### src/fpc_defines.svh
// Purpose: Constants for the front panel control and indicator block.
// Assumes: A 250 MHz reference clock.
// Notes: Times are in microseconds; cycle counts derive from them.
`ifndef FPC_DEFINES_SVH
`define FPC_DEFINES_SVH

// ==========================================================================
// Timing
// ==========================================================================
`define FPC_CLK_MHZ 250
`define FPC_DEBOUNCE_US 10000
`define FPC_DEBOUNCE_CYC (`FPC_DEBOUNCE_US * `FPC_CLK_MHZ)
`define FPC_RST_PULSE_US 200000
`define FPC_RST_PULSE_CYC (`FPC_RST_PULSE_US * `FPC_CLK_MHZ)
`define FPC_STRETCH_US 50000
`define FPC_STRETCH_CYC (`FPC_STRETCH_US * `FPC_CLK_MHZ)

// ==========================================================================
// Register map
// ==========================================================================
`define FPC_CTRL_OFS 8'h00
`define FPC_STATUS_OFS 8'h04
`define FPC_CTRL_SYSRST_BIT 0
`define FPC_CTRL_ABTEN_BIT 1
`define FPC_CTRL_RST_VAL 2'h2
`define FPC_ST_ABORT_PEND_BIT 0
`define FPC_ST_ABORT_SW_BIT 1
`define FPC_ST_SYSCTL_BIT 2
`define FPC_ST_RST_ACTIVE_BIT 3
`define FPC_ST_LED_LSB 8
`define FPC_NUM_ACT 4
`endif

### src/fpc_pkg.sv
// Purpose: Types shared by the front panel control block.
// Assumes: Nothing beyond the defines header.
// Notes: Holds the reset sequencer state type.
`default_nettype none

// ==========================================================================
// Package
// ==========================================================================
package fpc_pkg;
   // Reset sequencer states.
   typedef enum logic [0:0] {
      FPC_RS_IDLE = 1'b0,
      FPC_RS_PULSE = 1'b1
   } fpc_rst_state_e;
endpackage

`default_nettype wire
### src/fpc_front_panel.sv
// Purpose: Front panel switches, board reset generation and status LEDs.
// Assumes: All inputs are synchronous to REF_CLK; buttons are active low.
// Notes: Registers are reached over a classic Wishbone slave.
//
// Local design decisions: the placing of the registers and the Wishbone interface to the registers.
`timescale 1ns/10ps
`default_nettype none
`include "fpc_defines.svh"

// ==========================================================================
// Module
// ==========================================================================
// Contract
// - A press of the abort button raises an interrupt to the processor.
// - The abort event fires on a debounced edge, not on the level.
// - A reset button press puts every onboard device into reset.
// - The backplane system reset is driven only when system controller.
// - System reset comes from button, power-up, watchdog or software.
// - The fault LED lights whenever a board fault is detected.
// - The halt LED lights whenever the processor is halted.
// - The run LED shows any local bus cycle in progress.
// - The system controller LED lights while the board has that role.
// - The LAN LED lights while the Ethernet controller is bus master.
// - The SCSI LED lights while the SCSI controller is bus master.
// - The VME LED lights on VME master cycles or slave accesses.
module fpc_front_panel #(
   parameter int unsigned DEBOUNCE_CYC = `FPC_DEBOUNCE_CYC,
   parameter int unsigned RST_PULSE_CYC = `FPC_RST_PULSE_CYC,
   parameter int unsigned STRETCH_CYC = `FPC_STRETCH_CYC
) (
   input wire logic REF_CLK,
   input wire logic SYS_RST,
   // Wishbone slave.
   input wire logic WB_CYC_I,
   input wire logic WB_STB_I,
   input wire logic WB_WE_I,
   input wire logic [7:0] WB_ADR_I,
   input wire logic [3:0] WB_SEL_I,
   input wire logic [31:0] WB_DAT_I,
   output logic [31:0] WB_DAT_O,
   output logic WB_ACK_O,
   // Front panel buttons, low while pressed.
   input wire logic ABORT_BTN_N,
   input wire logic RESET_BTN_N,
   // Board status inputs.
   input wire logic SYS_CTRL_ROLE,
   input wire logic WDOG_EXPIRED,
   input wire logic BOARD_FAULT,
   input wire logic CPU_HALTED,
   input wire logic LOCAL_CYCLE,
   input wire logic LAN_MASTER,
   input wire logic SCSI_MASTER,
   input wire logic VME_MASTER_CYCLE,
   input wire logic VME_SLAVE_ACCESS,
   input wire logic FUSE_OK,
   // Processor interrupt and reset outputs.
   output logic ABORT_IRQ,
   output logic BOARD_RST,
   output logic SYSRESET_N_O,
   output logic SYSRESET_OE,
   // LEDs, high to light.
   output logic BOARD_FAULT_LED,
   output logic CPU_HALT_LED,
   output logic LOCAL_CYCLE_LED,
   output logic SYS_CONTROLLER_LED,
   output logic LAN_LED,
   output logic FUSE_LED,
   output logic SCSI_LED,
   output logic VME_LED
);

   // =======================================================================
   // Parameter checks
   // =======================================================================
   // Counts below one cycle cannot be served by the counters.
   generate
      if (DEBOUNCE_CYC < 1 || RST_PULSE_CYC < 1 || STRETCH_CYC < 1) begin : g_chk
         $error("fpc_front_panel: every count must be at least one cycle.");
      end
   endgenerate

   // =======================================================================
   // Declarations
   // =======================================================================
   logic wb_req;
   logic wb_wr;
   logic ack_reg;
   logic [31:0] rdata_reg;
   logic [1:0] ctrl_reg;
   logic abort_pend_reg;
   logic abort_irq_reg;
   logic [1:0] btn_raw;
   logic [1:0] btn_stable_reg;
   logic [31:0] deb_cnt_reg [2];
   logic abort_prev_reg;
   logic reset_prev_reg;
   logic abort_press;
   logic reset_press;
   logic reset_held;
   logic sw_rst_req;
   logic rst_start;
   logic power_up_reg;
   fpc_pkg::fpc_rst_state_e rst_state_reg;
   logic [31:0] rst_cnt_reg;
   logic board_rst_reg;
   logic sysreset_oe_reg;
   logic [`FPC_NUM_ACT-1:0] act_raw;
   logic [`FPC_NUM_ACT-1:0] act_led_reg;
   logic [31:0] act_cnt_reg [`FPC_NUM_ACT];
   logic fault_led_reg;
   logic halt_led_reg;
   logic sys_controller_led_led_reg;
   logic fuse_led_reg;
   logic [31:0] status_word;

   // =======================================================================
   // Wishbone slave
   // =======================================================================
   // A request is answered one cycle after it is seen; the answer stands
   // for one cycle, and a write takes effect at the edge that ack is seen.
   assign wb_req = WB_CYC_I & WB_STB_I;
   assign wb_wr = wb_req & WB_WE_I & ack_reg;

   // Acknowledge generation, one cycle per request.
   always_ff @(posedge REF_CLK) begin
      if (SYS_RST) begin
         ack_reg <= 1'b0;
      end else begin
         ack_reg <= wb_req & ~ack_reg;
      end
   end

   // Read data is captured together with the acknowledge.
   always_ff @(posedge REF_CLK) begin
      rdata_reg <= 32'h0000_0000; // Zero outside the ack and when unmapped.
      if (!SYS_RST && wb_req && !ack_reg && !WB_WE_I) begin
         if ({WB_ADR_I[7:2], 2'b00} == `FPC_CTRL_OFS) begin
            rdata_reg <= {30'h0000_0000, ctrl_reg};
         end else if ({WB_ADR_I[7:2], 2'b00} == `FPC_STATUS_OFS) begin
            rdata_reg <= status_word;
         end
      end
   end

   // Status word seen by software.
   always_comb begin
      status_word = 32'h0000_0000;
      status_word[`FPC_ST_ABORT_PEND_BIT] = abort_pend_reg;
      status_word[`FPC_ST_ABORT_SW_BIT] = ~btn_stable_reg[0];
      status_word[`FPC_ST_SYSCTL_BIT] = SYS_CTRL_ROLE;
      status_word[`FPC_ST_RST_ACTIVE_BIT] = board_rst_reg;
      status_word[`FPC_ST_LED_LSB +: 8] = {VME_LED, SCSI_LED, FUSE_LED,
         LAN_LED, SYS_CONTROLLER_LED, LOCAL_CYCLE_LED, CPU_HALT_LED,
         BOARD_FAULT_LED};
   end

   // Control register; the software reset bit clears once its pulse starts.
   always_ff @(posedge REF_CLK) begin
      if (SYS_RST) begin
         ctrl_reg <= `FPC_CTRL_RST_VAL;
      end else if (wb_wr && WB_SEL_I[0] &&
                   {WB_ADR_I[7:2], 2'b00} == `FPC_CTRL_OFS) begin
         ctrl_reg <= WB_DAT_I[1:0];
      end else if (rst_start) begin
         ctrl_reg[`FPC_CTRL_SYSRST_BIT] <= 1'b0;
      end
   end

   assign sw_rst_req = ctrl_reg[`FPC_CTRL_SYSRST_BIT];

   // =======================================================================
   // Button debounce
   // =======================================================================
   assign btn_raw = {RESET_BTN_N, ABORT_BTN_N};

   // edge after debounce.
   // Each button must hold a new level for the full debounce time before
   // the stable copy follows it, so contact bounce is never seen.
   generate
      for (genvar i = 0; i < 2; i++) begin : g_deb
         always_ff @(posedge REF_CLK) begin
            if (SYS_RST) begin
               btn_stable_reg[i] <= 1'b1;
               deb_cnt_reg[i] <= 32'h0000_0000;
            end else if (btn_raw[i] == btn_stable_reg[i]) begin
               deb_cnt_reg[i] <= 32'h0000_0000;
            end else if (deb_cnt_reg[i] >= DEBOUNCE_CYC - 1) begin
               btn_stable_reg[i] <= btn_raw[i];
               deb_cnt_reg[i] <= 32'h0000_0000;
            end else begin
               deb_cnt_reg[i] <= deb_cnt_reg[i] + 32'h0000_0001;
            end
         end
      end
   endgenerate

   // Previous debounced levels for edge detection.
   always_ff @(posedge REF_CLK) begin
      if (SYS_RST) begin
         abort_prev_reg <= 1'b1;
         reset_prev_reg <= 1'b1;
      end else begin
         abort_prev_reg <= btn_stable_reg[0];
         reset_prev_reg <= btn_stable_reg[1];
      end
   end

   assign abort_press = abort_prev_reg & ~btn_stable_reg[0];
   assign reset_press = reset_prev_reg & ~btn_stable_reg[1];
   assign reset_held = ~btn_stable_reg[1];

   // =======================================================================
   // Abort interrupt
   // =======================================================================
   // abort sets pending.
   // A press sets the pending flag; writing one to it clears it, but a
   // press in the same cycle wins over the clear.
   always_ff @(posedge REF_CLK) begin
      if (SYS_RST) begin
         abort_pend_reg <= 1'b0;
      end else if (abort_press) begin
         abort_pend_reg <= 1'b1;
      end else if (wb_wr && WB_SEL_I[0] &&
                   {WB_ADR_I[7:2], 2'b00} == `FPC_STATUS_OFS &&
                   WB_DAT_I[`FPC_ST_ABORT_PEND_BIT]) begin
         abort_pend_reg <= 1'b0;
      end
   end

   // interrupt request.
   // The request stays up while the flag is pending and enabled.
   always_ff @(posedge REF_CLK) begin
      if (SYS_RST) begin
         abort_irq_reg <= 1'b0;
      end else begin
         abort_irq_reg <= abort_pend_reg & ctrl_reg[`FPC_CTRL_ABTEN_BIT];
      end
   end

   // =======================================================================
   // Reset sequencer
   // =======================================================================
   // four reset sources.
   // Power-up, a button press, a watchdog expiry or the software bit each
   // start a reset pulse.
   assign rst_start = power_up_reg | reset_press | WDOG_EXPIRED | sw_rst_req;

   // Remembers that the power-up pulse is still to be issued.
   always_ff @(posedge REF_CLK) begin
      power_up_reg <= SYS_RST;
   end

   // timed board reset.
   // The pulse lasts the reset time, and is extended while the reset
   // button is still held down.
   always_ff @(posedge REF_CLK) begin
      if (SYS_RST) begin
         rst_state_reg <= fpc_pkg::FPC_RS_IDLE;
         rst_cnt_reg <= 32'h0000_0000;
      end else begin
         case (rst_state_reg)
            fpc_pkg::FPC_RS_IDLE: begin
               if (rst_start) begin
                  rst_state_reg <= fpc_pkg::FPC_RS_PULSE;
                  rst_cnt_reg <= 32'h0000_0000;
               end
            end
            fpc_pkg::FPC_RS_PULSE: begin
               if (rst_start || reset_held) begin
                  rst_cnt_reg <= 32'h0000_0000;
               end else if (rst_cnt_reg >= RST_PULSE_CYC - 1) begin
                  rst_state_reg <= fpc_pkg::FPC_RS_IDLE;
               end else begin
                  rst_cnt_reg <= rst_cnt_reg + 32'h0000_0001;
               end
            end
            default: begin
               rst_state_reg <= fpc_pkg::FPC_RS_IDLE;
            end
         endcase
      end
   end

   // backplane reset gated by role.
   // The onboard reset follows the pulse; the backplane line is pulled
   // low only while this board is system controller.
   always_ff @(posedge REF_CLK) begin
      if (SYS_RST) begin
         board_rst_reg <= 1'b1;
         sysreset_oe_reg <= 1'b0;
      end else begin
         // The power-up flag bridges the cycle before the pulse state.
         board_rst_reg <= (rst_state_reg == fpc_pkg::FPC_RS_PULSE) |
            power_up_reg;
         sysreset_oe_reg <= (rst_state_reg == fpc_pkg::FPC_RS_PULSE) &
            SYS_CTRL_ROLE;
      end
   end

   // =======================================================================
   // Indicators
   // =======================================================================
   // run activity.
   assign act_raw = {VME_MASTER_CYCLE | VME_SLAVE_ACCESS, SCSI_MASTER,
      LAN_MASTER, LOCAL_CYCLE};

   // stretch activity.
   // Each activity lamp stays on for at least the stretch time after the
   // last cycle it saw, so single short cycles remain visible.
   generate
      for (genvar j = 0; j < `FPC_NUM_ACT; j++) begin : g_act
         always_ff @(posedge REF_CLK) begin
            if (SYS_RST) begin
               act_led_reg[j] <= 1'b0;
               act_cnt_reg[j] <= 32'h0000_0000;
            end else if (act_raw[j]) begin
               act_led_reg[j] <= 1'b1;
               act_cnt_reg[j] <= 32'h0000_0000;
            end else if (act_led_reg[j]) begin
               if (act_cnt_reg[j] >= STRETCH_CYC - 1) begin
                  act_led_reg[j] <= 1'b0;
               end else begin
                  act_cnt_reg[j] <= act_cnt_reg[j] + 32'h0000_0001;
               end
            end
         end
      end
   endgenerate

   // controller lamp.
   // Static lamps follow their conditions one cycle later.
   always_ff @(posedge REF_CLK) begin
      if (SYS_RST) begin
         fault_led_reg <= 1'b0;
         halt_led_reg <= 1'b0;
         sys_controller_led_led_reg <= 1'b0;
         fuse_led_reg <= 1'b0;
      end else begin
         fault_led_reg <= BOARD_FAULT;
         halt_led_reg <= CPU_HALTED;
         sys_controller_led_led_reg <= SYS_CTRL_ROLE;
         fuse_led_reg <= FUSE_OK;
      end
   end

   // =======================================================================
   // Outputs
   // =======================================================================
   // Every output but SYSRESET_N_O, a constant low, is a flip-flop; the backplane line is open drain.
   assign WB_ACK_O = ack_reg;
   assign WB_DAT_O = rdata_reg;
   assign ABORT_IRQ = abort_irq_reg;
   assign BOARD_RST = board_rst_reg;
   assign SYSRESET_OE = sysreset_oe_reg;
   assign SYSRESET_N_O = 1'b0; // Only ever drives low when enabled.
   assign BOARD_FAULT_LED = fault_led_reg;
   assign CPU_HALT_LED = halt_led_reg;
   assign SYS_CONTROLLER_LED = sys_controller_led_led_reg;
   assign FUSE_LED = fuse_led_reg;
   assign LOCAL_CYCLE_LED = act_led_reg[0];
   assign LAN_LED = act_led_reg[1];
   assign SCSI_LED = act_led_reg[2];
   assign VME_LED = act_led_reg[3];

endmodule // fpc_front_panel

`default_nettype wire

### config.mk
export PLATFORM = sky130hd
export DESIGN_NAME = fpc_front_panel
export DESIGN_NICKNAME = d
export VERILOG_FILES = /design/src/fpc_pkg.sv /design/src/fpc_front_panel.sv
export VERILOG_INCLUDE_DIRS = /design/src
export SDC_FILE = /design/constraint.sdc
export NUM_CORES = 1
export LEC_CHECK = 0
export ABC_AREA = 1
export BUFFER_PORTS_ARGS = -buffer_cell sky130_fd_sc_hd__buf_2
export CORE_AREA = 3 3 184 186
export DETAILED_ROUTE_END_ITERATION = 7
export DIE_AREA = 0 0 187 189
export SLEW_MARGIN = 20
export SYNTH_ARGS = -nofsm -noshare
export SYNTH_HDL_FRONTEND = slang
export SYNTH_SLANG_ARGS = --single-unit
### constraint.sdc
create_clock -name REF_CLK -period 3.6 [get_ports REF_CLK]
set_clock_uncertainty 0.1 [all_clocks]
set_input_delay 0.36 -clock REF_CLK [delete_from_list [all_inputs] [get_ports REF_CLK]]
set_output_delay 0.36 -clock REF_CLK [all_outputs]
set_load 0.005 [all_outputs]
==> results by stage <==
Outcome:
- The run finished with clean final reports.

Floorplan:
- The number of top-level pins is roughly 110.
- The starting utilization of the core area is between 40% and 50%.
- Measured along the y axis, the die boundary spans 189 um.
- The core region area is 0.0325 mm2.
- The floorplan has 66 rows.
- The width of the die is 187 um.
- The die footprint is 0.0353 mm2.

Clocking:
- Once the clock tree was built, the setup fixing pass inserted 0 buffers.
- In this run the clock root is driven by a clkbuf_16.
- The TritonCTS clock tree is built.
- Clock tree synthesis inserted a total of 28 buffers.
- The post-cts repair resize count is 0.
- After clock tree synthesis, the clock-pin slew on the worst setup and hold paths is 0.06 ns.
- Counting every sink on the clock net gives 257.
- The number of H-tree levels is 1.
- The number of buffers on the longest clock path is 3.
- The number of hold-repair buffers added at the cts stage is 17.
- Clock latency on the worst-skew pair, taken at its later pin, is around 0.54 ns.

Logic synthesis:
- The simple-gate portion of the synthesized area is 30.7%.
- The portion of synthesized area spent on multiplexers is 0%.
- The number of different library cells used by synthesis comes to approximately 50.
- The largest family of logic cells by synthesized area is simple AND/OR/NAND/NOR gates.
- After synthesis the cells add up to 0.0135 mm2.
- After synthesis, the share of flip-flops with an asynchronous set or reset is 0%.
- The post-synthesis compound-gate area fraction is 3.62%.
- After Yosys synthesis, XOR and XNOR cells account for under 10% of the synthesized area.
- The number of warnings issued by yosys is 0.
- The synthesized netlist devotes 0.648% of its cell area to adder and majority cells.
- The per-instance average area after synthesis is 8.33 um2.
- The flip-flop and latch count after synthesis is 257.
- The number of cells produced by synthesis is roughly 1600.
- The flip-flop cell with the highest count after synthesis is edfxtp_1.
- For this run, the register share of the synthesized area comes to 52.3%.
- The number of synthesized flops with an enable pin is approximately 190.

STA:
- The worst relative slew slack is 37.7%.
- The final hold violation count was 0.
- At the pin with the least slew margin, the transition time is 0.935 ns.
- In the finished design, the share of the clock period the worst path needs comes to 70.8%.
- The final sum of negative setup slack is 0 ns.
- Setup repair after global routing left no endpoint under its margin.
- The worst hold slack is 0.0340 ns.
- The smallest clock period supported by the final layout is computed as 2.55 ns.
- Based on the critical path, the design can be clocked at up to 392 MHz.
- The final count of negative-setup-slack endpoints is 0.
- The number of pins with negative max-slew slack in the final report came to 0.

Finish:
- The post-layout net count is 1883.
- The area growth from synthesis to layout is 16.0%.
- Cells with a size suffix above 1 make up 8.22% of the layout.
- Excluding fillers, the count of instances in the completed layout stands at 2279.
- The number of antenna diodes is 0.
- The utilization after layout is about half.
- The register with the most flip-flops in the layout has 128 of them.
- The count of filler cells inserted in the layout is 3142.

Critical path:
- The data required time of the worst path is ~3.9 ns.
- The start-to-end type of the worst setup path is reg -> reg.
- The worst setup path is launched from a flip-flop.
- Data arrives at the worst endpoint at 2.81 ns.
- STA classifies the critical path endpoint as a flip-flop.
- Along the worst path, the maximum fanout reaches 22.

Routing:
- Dividing the detail-routed via count by the number of cells gives 4.62.
- In this run, the number of DRC markers left after iteration 0 of detailed routing was about 640.
- The post-detailed-route count of antenna-violating nets is 0.
- The count of TritonRoute iterations in the first routing pass is 5.
- Across all layers, the routed design uses 10500 vias.
- Dividing the detail-routed wire length by the instance count gives 11.4 um.
- The count of unresolved DRC violations after routing is 0.
- After detailed routing, the total wire length is 26000 um.

GRT:
- The overall fraction of global-route tracks in use is ~15%.
- The global route total overflow is 0.
- The initial antenna violation count is 0.
- The via count of the first global-routing pass is roughly 10000.
- Entering global routing, the biggest net connects 37 pins.
- The first global-routing pass estimated 44900 um of wire.

Power and ir drop:
- The ratio of total power to cell area is 412 mW/mm2.
- The analysis attributes to cell leakage a power of 6.31 nW.
- The total power is 6.47 mW.
- The maximum VDD drop is ~0.00028 V.

Run:
- Max-cap violations in this run came to 0.

Place:
- Counting tap cells, the placed design contains a total of 2210 instances.
- The post-DP HPWL is between 15000 and 20000 um.
- The routability congestion estimate is 0.878.
- The count of input and output buffers is 49.

Min path:
- The path class of the tightest hold or removal check is in -> reg.
==> stage by stage <==
| stage | cell area (um2) | worst slack (ns) |
|---|---|---|
| after floorplan | 14000 | 1.20 |
| after global placement | 14600 | 1.05 |
| after detailed placement | 14600 | 0.985 |
| after CTS | 15700 | 0.969 |
| after global routing | 15700 | 0.685 |
| final | 15700 | 1.05 |
==> worst max-delay path, stage by stage (launching register included) <==
cell and delay (ns):
edfxtp_1 0.45, ha_1 0.28, nand3_1 0.14, o21ai_0 0.12, and2_1 0.14, o21ai_1 0.21, nand3_1 0.62, nor2_1 0.31
==> synthesized netlist by cell type (2+ instances only) <==
| library cell | instances | share of area, % |
|---|---|---|
| buf_2 | 12 | 0.44 |
| nor4_1 | 15 | 0.69 |
| o211ai_1 | 2 | 0.11 |
| or2_2 | 10 | 0.46 |
| xnor2_1 | 14 | 0.91 |
| nand4_1 | 45 | 2.1 |
| o22ai_1 | 2 | 0.093 |
| ha_1 | 7 | 0.65 |
| conb_1 | 2 | 0.056 |
| nand2_4 | 2 | 0.17 |
| nor3_4 | 2 | 0.24 |
| buf_1 | 2 | 0.056 |
| o21bai_1 | 4 | 0.22 |
| and3_1 | 3 | 0.14 |
| buf_6 | 3 | 0.25 |
| edfxtp_1 | 192 | 43 |
| nor3b_2 | 2 | 0.19 |
| o21ai_1 | 3 | 0.11 |
| buf_4 | 23 | 1.3 |
| clkbuf_1 | 8 | 0.22 |
| nand3b_1 | 5 | 0.28 |
| nand3_2 | 2 | 0.15 |
| inv_1 | 226 | 6.3 |
| nand2_1 | 315 | 8.7 |
| nand3_1 | 116 | 4.3 |
| nor3_2 | 4 | 0.30 |
| nor2_4 | 4 | 0.33 |
| nor2_2 | 11 | 0.51 |
| dfxtp_1 | 65 | 9.6 |
| nand2_2 | 8 | 0.37 |
| a31oi_1 | 4 | 0.19 |
| nor3_1 | 68 | 2.5 |
| xor2_1 | 48 | 3.1 |
| nor2_1 | 297 | 8.2 |
| o21ai_0 | 22 | 0.81 |
| nor3b_1 | 10 | 0.56 |
| inv_2 | 4 | 0.11 |
| a21oi_1 | 50 | 1.9 |
==> area by class of cell <==
cell class | instances | area, um2 | area share [%]
Clock buffer | 40 | 797 | 5.08
Sequential cell | 257 | 7070 | 45.1
Timing Repair Buffer | 75 | 495 | 3.16
Inverter | 231 | 867 | 5.53
Clock inverter | 12 | 114 | 0.726
Multi-Input combinational cell | 1222 | 5780 | 36.9
Tap cell | 442 | 553 | 3.53
==> per-layer routing <==
metal  track usage, %  up-vias  share of wire, %
li1                 -     5543                 -
met1             19.5     4787                48
met2             25.4      176                46
met5                0        -                 0
met4             3.20        0               1.4
met3             2.39       27               4.7
==> worst paths after layout <==
kind         cells after the start                  to  slack [ns]              start
min reg2reg                      2        WB_DAT_O[13]        0.32           FUSE_LED
min                              3  SYS_CONTROLLER_LED        0.03      SYS_CTRL_ROLE
max reg2reg                      7   deb_cnt_reg[0][3]        1.05  deb_cnt_reg[0][0]
max                              7   deb_cnt_reg[0][3]        1.05  deb_cnt_reg[0][0]
==> logic make-up after synthesis <==
| group | Yosys count |
|---|---|
| compound gates | 91 |
| xor+xnor | 62 |
| fa+ha+maj | 7 |
| buf+inv | 279 |
| flops | 257 |
| other cells | 2 |
| simple gates | 925 |
==> cells in the final DEF (no fill, tap or decap), types with 4 or more instances in the layout <==
cell / count
buf_4: 8
conb_1: 137
buf_2: 49
o21bai_1: 4
ha_1: 7
a31oi_1: 4
nor2_1: 297
nor3b_1: 10
nor2_2: 11
nand4_1: 45
xnor2_1: 14
clkinv_2: 6
nand2_1: 315
inv_1: 226
nor4_1: 15
edfxtp_1: 192
clkbuf_16: 29
nand2_2: 8
xor2_1: 48
nor3_1: 68
nor3_2: 4
a21oi_1: 50
dfxtp_1: 65
o21ai_0: 22
inv_2: 4
nand3_1: 116
nand3b_1: 5
dlygate4sd3_1: 17
nor2_4: 4
clkbuf_1: 8
or2_2: 10
==> where the power goes <==
part | internal, mW | total (mW) | leakage, nW | switching [mW]
logic | 0.0912 | 0.266 | 3.27 | 0.175
clock network | 1.68 | 2.82 | 0.448 | 1.14
registers | 3.30 | 3.38 | 2.59 | 0.0803
Note: power is estimated with default switching activity, not from simulation.
